## src/common/hub_strap_map.svh

```systemverilog
`ifndef HUB_STRAP_MAP_SVH
`define HUB_STRAP_MAP_SVH

// register byte offsets
`define CTRL_OFS 4'h0
`define STATUS_OFS 4'h4
`define IND_OFS 4'h8

// control register fields and reset value
`define CTRL_HS_BIT 0
`define CTRL_CFGD_BIT 1
`define CTRL_SUSP_BIT 2
`define CTRL_W 3
`define CTRL_RST 3'h0

// status register fields
`define ST_CFG_HI_BIT 0
`define ST_CFG_LO_BIT 1
`define ST_METHOD_LSB 2
`define ST_SELF_PWR_BIT 4
`define ST_FIX_LSB 5
`define ST_MASK_LSB 8
`define ST_VALID_BIT 12
`define ST_SPD_LOW_BIT 13
`define ST_ACT_LOW_BIT 14
`define ST_REF_ACT_BIT 15
`define ST_SHORT_RST_BIT 16
`define ST_FSM_LSB 17

// indicator register fields
`define IND_SPD_BIT 0
`define IND_ACT_BIT 1
`define IND_OE_BIT 2

// timing
`define CLK_PERIOD_NS 50
`define RESET_MIN_NS 1000
`define RESET_MIN_CYC \
  ((`RESET_MIN_NS + `CLK_PERIOD_NS - 1) / `CLK_PERIOD_NS)
`define REF_OSC_KHZ 24000
`define REF_WIN_CYC 16

// pin synchroniser lanes
`define SY_RST_N 0
`define SY_SPD 1
`define SY_ACT 2
`define SY_CFG_LO 3
`define SY_FIX_MSB 4
`define SY_REF 5
`define SY_W 6
// reset pin lane idles high so no false release follows reset
`define SY_IDLE 6'h01

`endif

```

## src/common/hub_strap_pkg.sv

```systemverilog
package hub_strap_pkg;

  typedef enum logic [1:0] {
    ST_HELD  = 2'b00,
    ST_LATCH = 2'b01,
    ST_RUN   = 2'b11
  } rst_state_t;

  typedef enum logic [1:0] {
    CFG_METHOD_0 = 2'b00,
    CFG_METHOD_1 = 2'b01,
    CFG_METHOD_2 = 2'b10,
    CFG_METHOD_3 = 2'b11
  } cfg_method_t;

  typedef enum logic {
    PWR_BUS_ONLY = 1'b0,
    PWR_LOCAL    = 1'b1
  } power_src_t;

  typedef enum logic [1:0] {
    FIX_NONE = 2'b00,
    FIX_P1   = 2'b01,
    FIX_P12  = 2'b10,
    FIX_P123 = 2'b11
  } fixed_code_t;

  // one bit per downstream port, set where the port is non-removable
  function automatic logic [3:0] fixed_port_mask(input fixed_code_t c);
    unique case (c)
      FIX_NONE: fixed_port_mask = 4'h0;
      FIX_P1:   fixed_port_mask = 4'h1;
      FIX_P12:  fixed_port_mask = 4'h3;
      FIX_P123: fixed_port_mask = 4'h7;
    endcase
  endfunction

endpackage

```

## src/common/strap_if.sv

```systemverilog
`timescale 1ns/10ps
interface strap_if;
  import hub_strap_pkg::*;
  logic pin_cfg_hi;
  logic pin_cfg_lo;
  logic pin_shared;
  logic pin_fix_msb;
  logic latch;
  logic hold;
  logic valid;
  logic cfg_hi;
  cfg_method_t method;
  power_src_t power_src;
  fixed_code_t fixed_code;

  modport sampler (
    input pin_cfg_hi, pin_cfg_lo, pin_shared, pin_fix_msb, latch, hold,
    output valid, cfg_hi, method, power_src, fixed_code
  );
  modport user (
    output pin_cfg_hi, pin_cfg_lo, pin_shared, pin_fix_msb, latch, hold,
    input valid, cfg_hi, method, power_src, fixed_code
  );
endinterface

```

## src/rtl/hub_strap_top.sv

```systemverilog
// Behaviour
// - speed indicator polarity follows latched high select
// - speed indicator asserted at high speed only
// - latch high select at reset release edge
// - low reset pin forces reset state
// - activity negated when unconfigured or suspended
// - activity asserted only when configured and active
// - self-power strap low means bus powered
// - reference timing from 24 MHz oscillator input; the code only checks that the input toggles and times on clk_i
// - latch two fixed-port strap bits at release
// - activity polarity follows fixed-port strap lsb
// - latch low select, combine into config method
//
// Chosen here: the placing of the registers and register access over Avalon-MM.
`timescale 1ns/10ps
`include "hub_strap_map.svh"
module hub_strap_top
  import hub_strap_pkg::*;
#(
  parameter int unsigned REF_WIN = `REF_WIN_CYC
) (
  input wire logic clk_i,
  input wire logic reset_i,
  input wire logic ext_reset_n_i,
  input wire logic upstream_speed_indicator_i,
  output logic upstream_speed_indicator_o,
  output logic upstream_speed_indicator_oe_o,
  input wire logic activity_indicator_i,
  output logic activity_indicator_o,
  output logic activity_indicator_oe_o,
  input wire logic config_method_select_lo_i,
  input wire logic fixed_port_strap_msb_i,
  input wire logic ref_osc_in_i,
  output logic ref_osc_out_o,
  input wire logic [3:0] avs_address_i,
  input wire logic avs_read_i,
  input wire logic avs_write_i,
  input wire logic [31:0] avs_writedata_i,
  input wire logic [3:0] avs_byteenable_i,
  output logic [31:0] avs_readdata_o,
  output logic avs_waitrequest_o
);

  localparam int unsigned RST_MIN = `RESET_MIN_CYC;
  localparam int unsigned CNT_W = $clog2(RST_MIN + 1);
  localparam int unsigned WIN_W = $clog2(REF_WIN + 1);

  logic [`SY_W-1:0] sync1_q;
  logic [`SY_W-1:0] sync2_q;
  logic rst_n_prev_q;
  logic ref_prev_q;
  logic rst_rise;
  logic ref_edge;
  logic ctrl_wr;
  logic short_clr;
  rst_state_t state_q;
  rst_state_t state_d;
  logic [CNT_W-1:0] low_cnt_q;
  logic short_rst_q;
  logic [WIN_W-1:0] win_cnt_q;
  logic ref_seen_q;
  logic ref_active_q;
  logic [`CTRL_W-1:0] ctrl_q;
  logic ack_q;
  logic req;
  logic wr_take;
  logic spd_assert;
  logic act_assert;
  logic act_low;
  logic drive_q;
  logic [31:0] status_w;
  logic [31:0] ind_w;

  strap_if st ();

  // two-flop synchronisers for every pin-sourced input
  always_ff @(posedge clk_i) begin
    if (reset_i) begin
      sync1_q <= `SY_IDLE;
      sync2_q <= `SY_IDLE;
    end else begin
      sync1_q <= {ref_osc_in_i, fixed_port_strap_msb_i,
                  config_method_select_lo_i, activity_indicator_i,
                  upstream_speed_indicator_i, ext_reset_n_i};
      sync2_q <= sync1_q;
    end
  end

  always_ff @(posedge clk_i) begin
    if (reset_i) begin
      rst_n_prev_q <= 1'b1;
      ref_prev_q <= 1'b0;
    end else begin
      rst_n_prev_q <= sync2_q[`SY_RST_N];
      ref_prev_q <= sync2_q[`SY_REF];
    end
  end

  assign rst_rise = sync2_q[`SY_RST_N] & ~rst_n_prev_q;

  // any level change on the synchronised oscillator input
  assign ref_edge = sync2_q[`SY_REF] ^ ref_prev_q;

  // pin reset sequencer
  always_comb begin
    state_d = state_q;
    unique case (state_q)
      ST_HELD: if (rst_rise) state_d = ST_LATCH;
      ST_LATCH: state_d = ST_RUN;
      ST_RUN: state_d = ST_RUN;
      default: state_d = ST_HELD;
    endcase
    if (!sync2_q[`SY_RST_N]) begin
      state_d = ST_HELD;
    end
  end

  always_ff @(posedge clk_i) begin
    if (reset_i) begin
      state_q <= ST_HELD;
    end else begin
      state_q <= state_d;
    end
  end

  // measures how long the reset pin stayed low
  always_ff @(posedge clk_i) begin
    if (reset_i) begin
      low_cnt_q <= '0;
    end else if (!sync2_q[`SY_RST_N]) begin
      if (low_cnt_q != CNT_W'(RST_MIN)) begin
        low_cnt_q <= low_cnt_q + CNT_W'(1);
      end
    end else if (rst_rise) begin
      low_cnt_q <= '0;
    end
  end

  // sticky flag for a pulse shorter than the system must give
  always_ff @(posedge clk_i) begin
    if (reset_i) begin
      short_rst_q <= 1'b0;
    end else if (rst_rise && low_cnt_q < CNT_W'(RST_MIN)) begin
      short_rst_q <= 1'b1;
    end else if (short_clr && avs_writedata_i[`ST_SHORT_RST_BIT]) begin
      short_rst_q <= 1'b0;
    end
  end

  // straps are read from the shared pins while the pins are inputs
  assign st.pin_cfg_hi = sync2_q[`SY_SPD];
  assign st.pin_cfg_lo = sync2_q[`SY_CFG_LO];
  assign st.pin_shared = sync2_q[`SY_ACT];
  assign st.pin_fix_msb = sync2_q[`SY_FIX_MSB];
  assign st.latch = rst_rise;
  assign st.hold = ~sync2_q[`SY_RST_N];

  strap_sampler u_sampler (
    .clk_i(clk_i),
    .reset_i(reset_i),
    .st(st.sampler)
  );

  // 20 MHz sampling aliases 24 MHz; this only proves the input toggles
  always_ff @(posedge clk_i) begin
    if (reset_i) begin
      win_cnt_q <= '0;
      ref_seen_q <= 1'b0;
      ref_active_q <= 1'b0;
    end else if (win_cnt_q == WIN_W'(REF_WIN - 1)) begin
      win_cnt_q <= '0;
      ref_seen_q <= 1'b0;
      ref_active_q <= ref_seen_q | ref_edge;
    end else begin
      win_cnt_q <= win_cnt_q + WIN_W'(1);
      if (ref_edge) begin
        ref_seen_q <= 1'b1;
      end
    end
  end

  // crystal feedback leg
  always_ff @(posedge clk_i) begin
    if (reset_i) begin
      ref_osc_out_o <= 1'b0;
    end else begin
      ref_osc_out_o <= ~sync2_q[`SY_REF];
    end
  end

  // hub state inputs written by software
  always_ff @(posedge clk_i) begin
    if (reset_i || state_q == ST_HELD) begin
      ctrl_q <= `CTRL_RST;
    end else if (ctrl_wr) begin
      ctrl_q <= avs_writedata_i[`CTRL_W-1:0];
    end
  end

  assign spd_assert = ctrl_q[`CTRL_HS_BIT];
  assign act_assert = ctrl_q[`CTRL_CFGD_BIT] &
                      ~ctrl_q[`CTRL_SUSP_BIT];
  assign act_low = st.fixed_code[0];

  // indicators drive only once straps are latched
  always_ff @(posedge clk_i) begin
    if (reset_i) begin
      drive_q <= 1'b0;
    end else begin
      drive_q <= state_d == ST_RUN && st.valid;
    end
  end

  always_ff @(posedge clk_i) begin
    if (reset_i || state_d != ST_RUN) begin
      upstream_speed_indicator_o <= 1'b0;
      activity_indicator_o <= 1'b0;
    end else begin
      upstream_speed_indicator_o <= spd_assert ^ st.cfg_hi;
      activity_indicator_o <= act_assert ^ act_low;
    end
  end

  assign upstream_speed_indicator_oe_o = drive_q;
  assign activity_indicator_oe_o = drive_q;

  // register bus: one wait cycle per access
  assign req = avs_read_i | avs_write_i;
  assign avs_waitrequest_o = req & ~ack_q;
  assign wr_take = avs_write_i & ack_q;

  // one register's write strobe, on the taking edge and its byte lane
  function automatic logic reg_wr(input logic take,
                                  input logic [3:0] addr,
                                  input logic [3:0] ofs,
                                  input logic lane_en);
    reg_wr = take && addr == ofs && lane_en;
  endfunction

  assign ctrl_wr = reg_wr(wr_take, avs_address_i, `CTRL_OFS,
                          avs_byteenable_i[0]);
  assign short_clr = reg_wr(wr_take, avs_address_i, `STATUS_OFS,
                            avs_byteenable_i[`ST_SHORT_RST_BIT/8]);

  always_ff @(posedge clk_i) begin
    if (reset_i) begin
      ack_q <= 1'b0;
    end else begin
      ack_q <= req & ~ack_q;
    end
  end

  always_comb begin
    status_w = '0;
    status_w[`ST_CFG_HI_BIT] = st.cfg_hi;
    status_w[`ST_CFG_LO_BIT] = st.method[0];
    status_w[`ST_METHOD_LSB +: 2] = st.method;
    status_w[`ST_SELF_PWR_BIT] = st.power_src;
    status_w[`ST_FIX_LSB +: 2] = st.fixed_code;
    status_w[`ST_MASK_LSB +: 4] = fixed_port_mask(st.fixed_code);
    status_w[`ST_VALID_BIT] = st.valid;
    status_w[`ST_SPD_LOW_BIT] = st.cfg_hi;
    status_w[`ST_ACT_LOW_BIT] = act_low;
    status_w[`ST_REF_ACT_BIT] = ref_active_q;
    status_w[`ST_SHORT_RST_BIT] = short_rst_q;
    status_w[`ST_FSM_LSB +: 2] = state_q;
  end

  always_comb begin
    ind_w = '0;
    ind_w[`IND_SPD_BIT] = upstream_speed_indicator_o;
    ind_w[`IND_ACT_BIT] = activity_indicator_o;
    ind_w[`IND_OE_BIT] = drive_q;
  end

  always_ff @(posedge clk_i) begin
    if (reset_i) begin
      avs_readdata_o <= '0;
    end else if (avs_read_i && !ack_q) begin
      unique case (avs_address_i)
        `CTRL_OFS: avs_readdata_o <= {{(32-`CTRL_W){1'b0}}, ctrl_q};
        `STATUS_OFS: avs_readdata_o <= status_w;
        `IND_OFS: avs_readdata_o <= ind_w;
        default: avs_readdata_o <= '0;
      endcase
    end
  end

endmodule

```

## src/rtl/strap_sampler.sv

```systemverilog
`timescale 1ns/10ps
module strap_sampler
  import hub_strap_pkg::*;
(
  input wire logic clk_i,
  input wire logic reset_i,
  strap_if.sampler st
);

  always_ff @(posedge clk_i) begin
    if (reset_i) begin
      st.cfg_hi <= 1'b0;
      st.method <= CFG_METHOD_0;
      st.power_src <= PWR_BUS_ONLY;
      st.fixed_code <= FIX_NONE;
    end else if (st.latch) begin
      st.cfg_hi <= st.pin_cfg_hi;
      st.method <= cfg_method_t'({st.pin_cfg_hi, st.pin_cfg_lo});
      st.power_src <= power_src_t'(st.pin_shared);
      st.fixed_code <= fixed_code_t'({st.pin_fix_msb, st.pin_shared});
    end
  end

  always_ff @(posedge clk_i) begin
    if (reset_i || st.hold) begin
      st.valid <= 1'b0;
    end else if (st.latch) begin
      st.valid <= 1'b1;
    end
  end

endmodule
```

## config.mk

```make
export PLATFORM = sky130hd
export DESIGN_NAME = hub_strap_top
export DESIGN_NICKNAME = d
export VERILOG_FILES = /design/src/common/hub_strap_pkg.sv /design/src/common/strap_if.sv /design/src/rtl/hub_strap_top.sv /design/src/rtl/strap_sampler.sv
export VERILOG_INCLUDE_DIRS = /design/src /design/src/common
export SDC_FILE = /design/constraint.sdc
export NUM_CORES = 1
export LEC_CHECK = 0
export ABC_AREA = 1
export BUFFER_PORTS_ARGS = -buffer_cell sky130_fd_sc_hd__buf_2
export CAP_MARGIN = 30
export CORE_ASPECT_RATIO = 1.25
export CORE_MARGIN = 4
export CORE_UTILIZATION = 35
export CTS_CLUSTER_SIZE = 24
export DETAILED_ROUTE_END_ITERATION = 6
export PLACE_DENSITY_LB_ADDON = 0.25
export SYNTH_ARGS = -nofsm -noshare
export SYNTH_HDL_FRONTEND = slang
export SYNTH_SLANG_ARGS = --single-unit
export TNS_END_PERCENT = 50
```

## constraint.sdc

```tcl
create_clock -name clk_i -period 1.4 [get_ports clk_i]
set_input_delay 0.07 -clock clk_i [delete_from_list [all_inputs] [get_ports clk_i]]
set_output_delay 0.07 -clock clk_i [all_outputs]
set_load 0.02 [all_outputs]
```

# Word-level counts from Yosys, hierarchy flattened
# Cells that the tools add are included.
# op_classes
bitwise	14
mux	10
reduce_logical	20
shifts	0
n_lt_le_gt_ge	1
n_addsub	2
div_mod_pow	0
multipliers	0
n_eq_ne	12
# ops
op	count
$pmux W19 S3	1
$pmux W4 S4	1
$mux W5	3
$add A5 B1 Y5 const B	2
$eq A2 B2 Y1 const B	4
$logic_and A1 B1 Y1	8
$eq A5 B4 Y1 const B	1
$lt A5 B5 Y1 const B	1
$ne A5 B5 Y1 const B	1
$not A1 Y1	5
$and A1 B1 Y1	4
$eq A2 B1 Y1 const B	2
$eq A4 B3 Y1 const B	1
$eq A4 B4 Y1 const B	1
$logic_not A2 Y1	2
$logic_not A4 Y1	1
$mux W2	2
$pmux W2 S2	1
$reduce_bool A2 Y1	2
$reduce_or A2 Y1	2
$logic_or A1 B1 Y1	3
$xor A1 B1 Y1	3
$mux W1	2
$ne A2 B1 Y1 const B	1
4 further kinds	5
# totals
mem_bits_rw	0
wordCells	81
latch_bits	0
in_bits	50
romBits	0
n_memories	0
output_inout_bits	38
register_bits	76

# Longest topological paths before layout
# depth
ltp_word	7
ltp_mapped	9
ltp_nobuf	9

# Cells and area by module
# From an unflattened synthesis, not the netlist that was laid out.
# unflattened
cells_unflattened	298
area_unflattened_um2	2398.6
# by_module_without_submodules
mod	seq_area_each_um2	area_each_um2	cells_per_inst	n_inst
hub_strap_top	1061.0	2172.1	267	1
strap_sampler	100.1	226.5	31	1

# Worst setup path after synthesis
# OpenSTA, ideal clock, no wires.
# synth_timing
path_type	register -> register
start	register win_cnt_q[0]
end	register win_cnt_q[3]
t_arrival_ns	1.181
setup_ns	0.070
slack_ns	0.150
n_path_buf	0
path_stages_with_launch	8
required_time_ns	1.330
period_less_slack_ns	1.250
cell_sequence	dfxtp_1 ha_1 nand2_1 nor2_1 ha_1 nor2_1 o21ai_0 a21oi_1
# synth_via
elab_chain_len	2
word_cells_on_any_way	3
classes_between	add/sub (1); eq/ne (1); reduce/logical (1)
# synth_lines
element	line	rtl
start, declared	hub_strap_top.sv:60	logic [WIN_W-1:0] win_cnt_q;
start signal, assigned	hub_strap_top.sv:175	win_cnt_q <= win_cnt_q + WIN_W'(1);
parallel branches: the longest is 2 deep, another holds $add A5 B1 Y5	-	
# Parallel ways; which one is timed is not known.
# A chain may end at the register's enable or synchronous reset.

# Worst setup path in the final report
# Ends and elaborated chain as after synthesis.

==> flow_metrics.tcl <==
set metrics [dict create \
    p_per_area_nw_per_um2 1120 \
    gp_congestion 0.730 \
    yosysSeqAreaShare 0.495 \
    post-route-worst-setup-slack_ns 0.150 \
    nNetsFinal 382 \
    viasPerCell 4.19 \
    startpoint_type "register" \
    finalPower_uw 3010 \
    hold_depth 3 \
    htreeDepth 2 \
    ys_warn_count 0 \
    n_fill_cell 659 \
    avgSynthCellArea_sq_um 8.06 \
    worstPathArrival_ns 1.49 \
    clk_pin_slew_ns 0.09 \
    finalCritPeriodShare 0.893 \
    post-route-min-period_ns 1.25 \
    setup_viol 0 \
    clock-root-buffer "clkbuf_8" \
    synthDistinctLibCells 30 \
    cts_tree "yes" \
    required_ns 1.64 \
    endpoint "win_cnt_q[3]" \
    leakagePower_uw 0.00121 \
    final_core_util 0.430 \
    drv_slew 0 \
    drt_iter0_markers 58 \
    via_count 1736 \
    grt_overflow 0 \
    portBuffers 42 \
    worstHoldPathType "in -> reg" \
    core_area_sq_um 6250 \
    grt_pass1_wl_um 6640 \
    regToRegEndpoint "win_cnt_q[3]" \
    rows 32 \
    dp_slack_ns 0.0344 \
    p_int_uw 2350 \
    drv_cap 0 \
    r2r_cells 7 \
    r2r_setup_slack_ns 0.15 \
    antenna_found_initial 0 \
    p_sw_uw 666 \
    pwr-share-seq 0.551 \
    clkPwrFrac 0.370 \
    grt_start_max_net_pins 25 \
    drive_gt1_frac 0.216 \
    worstSetupPathType "reg -> reg" \
    tns_ns 0 \
    syn_area_sq_um 2270 \
    die-area_sq_um 7830 \
    chipHeight_um 98.0 \
    clock-sinks 56 \
    wl_per_cell_um 9.74 \
    postCtsSetupRepairBufs 0 \
    outcome "complete, no violations" \
    syn2layout_area_growth_pct 18.4 \
    clock_skew_ns 0.00723 \
    grt_use_total 0.107 \
    drt_pre_antenna_iters 4 \
    reg2reg_from "win_cnt_q[0]" \
    grt_pass1_vias 1535 \
    die_w_um 80.0 \
    antenna_cells 0 \
    synthesis.instances 281 \
    routed_wl_um 4030 \
    crit_fanout 4 \
    grt_setup_unrepaired "no" \
    p_sw_frac 0.221 \
    combPwrFrac 0.079 \
    initial_utilization 0.363 \
    drt_drc_violations_left 0 \
    dpl.hpwl_um 3040 \
    startpoint "win_cnt_q[0]" \
    numCtsBuffers 5 \
    hold_violations 0 \
    ys_seq_elements 56 \
    fmax_mhz 800 \
    fin_hold_ws_ns 0.0108 \
    cp-end-kind "register" \
    io_pins 88 \
    vdd.ir_drop.worst_mv 0.557 \
    clkLatencyLatePin_ns 0.30 \
    cts_buffer_depth 2 \
    antenna_left 0 \
]
==> power groups by stage <==
stage	Sequential (uW)	Clock, uW	Combinational (uW)
2_1_floorplan	1700	0	195
3_3_place_gp	1700	0	221
3_5_place_dp	1700	0	224
4_1_cts	1660	1160	239
5_1_grt	1670	1230	270
6_report	1660	1120	237
==> metrics by stage <==
step / cells / instance area, sq um
after global routing: 414 / 2680
after detailed placement: 399 / 2470
after global placement: 399 / 2470
after floorplan: 295 / 2320
final: 414 / 2680
after CTS: 414 / 2670
==> synth_stat cells <==
cell type	count	area, sq um
ha_1	4	50.1
nor2_8	1	20.0
buf_1	3	11.3
nand3_4	1	17.5
a31oi_1	1	6.26
nand2_2	2	12.5
nor2_1	39	146
a21boi_1	2	15.0
buf_2	2	10.0
buf_6	1	11.3
a21oi_1	23	115
nand2_1	42	158
nor3_1	2	10.0
nand3_1	18	90.1
inv_4	1	6.26
o21ai_1	1	5.00
buf_4	20	150
xnor2_1	1	8.76
nor2_4	2	22.5
xor2_1	2	17.5
a21boi_0	1	7.51
dfxtp_1	56	1120
nor2_2	4	25.0
o2111ai_1	1	8.76
inv_1	32	120
o31ai_1	1	7.51
or2_2	2	12.5
nand4_1	1	6.26
o21ai_0	14	70.1
conb_1	1	3.75
==> cells in the final DEF, fill, tap and decap left out, types with 2 or more instances in the layout <==
cell / netlist / layout
ha_1: 4 / 3
or2_2: 2 / 2
clkbuf_8: 0 / 7
conb_1: 1 / 15
inv_1: 32 / 31
xor2_1: 2 / 2
a21oi_1: 23 / 23
dfxtp_2: 0 / 2
nor2_4: 2 / 3
nand2_2: 2 / 2
nor2_1: 39 / 38
o21ai_0: 14 / 13
a21boi_1: 2 / 2
o21ai_1: 1 / 2
nor2_2: 4 / 4
buf_2: 2 / 42
nor3_1: 2 / 2
nand2_1: 42 / 42
dfxtp_1: 56 / 54
nand3_1: 18 / 18
buf_4: 20 / 3
dlygate4sd3_1: 0 / 7
==> routing by layer <==
layer / up-vias / share of wire / track usage / routed length [um]
met5: - / 0 / 0 / 0
met4: 0 / 0.020 / 0.0468 / 80
met3: 6 / 0.057 / 0.0351 / 229
met2: 40 / 0.46 / 0.176 / 1860
met1: 748 / 0.46 / 0.126 / 1860
li1: 942 / - / - / -
==> area by class of cell <==
class | instances | area [sq um] | share of cell area
tap | 85 | 106 | 0.0396
multi-input combinational | 180 | 898 | 0.335
timing repair buffer | 52 | 303 | 0.113
clock buffer | 7 | 96.3 | 0.0359
inverter | 33 | 126 | 0.0471
sequential | 56 | 1120 | 0.419
clock inverter | 1 | 30.0 | 0.0112
==> cell families (layout without fill, tap and decap cells) <==
family / count (synthesis) / in the layout / synth area share
AO/OA/AOI/OAI: 44 / 44 / 0.104
XOR/XNOR: 3 / 3 / 0.0116
other: 1 / 15 / 0.00165
buffers and inverters: 59 / 93 / 0.136
adder cells (fa/ha/maj): 4 / 4 / 0.0221
flip-flops: 56 / 56 / 0.495
AND/OR/NAND/NOR: 114 / 114 / 0.230
==> worst min-delay path by stage <==
| stage | start | end | slack, ns |
|---|---|---|---|
| 2_1_floorplan | ext_reset_n_i | sync1_q[0] | 0.17 |
| 3_3_place_gp | ext_reset_n_i | sync1_q[0] | 0.26 |
| 3_5_place_dp | ext_reset_n_i | sync1_q[0] | 0.26 |
| 4_1_cts | avs_writedata_i[0] | ctrl_q[0] | 0.002 |
| 5_1_grt | avs_writedata_i[0] | ctrl_q[0] | 0.01 |
| 6_report | avs_writedata_i[0] | ctrl_q[0] | 0.01 |
==> critical path: stages (launching register included) <==
cell     delay (ns)
dfxtp_2        0.34
ha_1           0.20
nand2_1        0.08
nor2_1         0.05
ha_2           0.18
nor2_4         0.13
o21ai_0        0.09
a21oi_1        0.11
==> timing repair <==
action,in CTS,in global routing
endpoints found under the hold margin,7,0
hold buffers,7,0
gates resized for setup,0,7
setup endpoints to repair,0,11
==> sequential cells by signal, indices dropped and copies added (netlist names), 2 cells and up <==
register,count
sync1_q,6
sync2_q,6
state_q,2
ctrl_q,3
low_cnt_q,5
u_sampler.st.fixed_code,2
win_cnt_q,5
avs_readdata_o,14
Power figures use the tool's default switching activity.
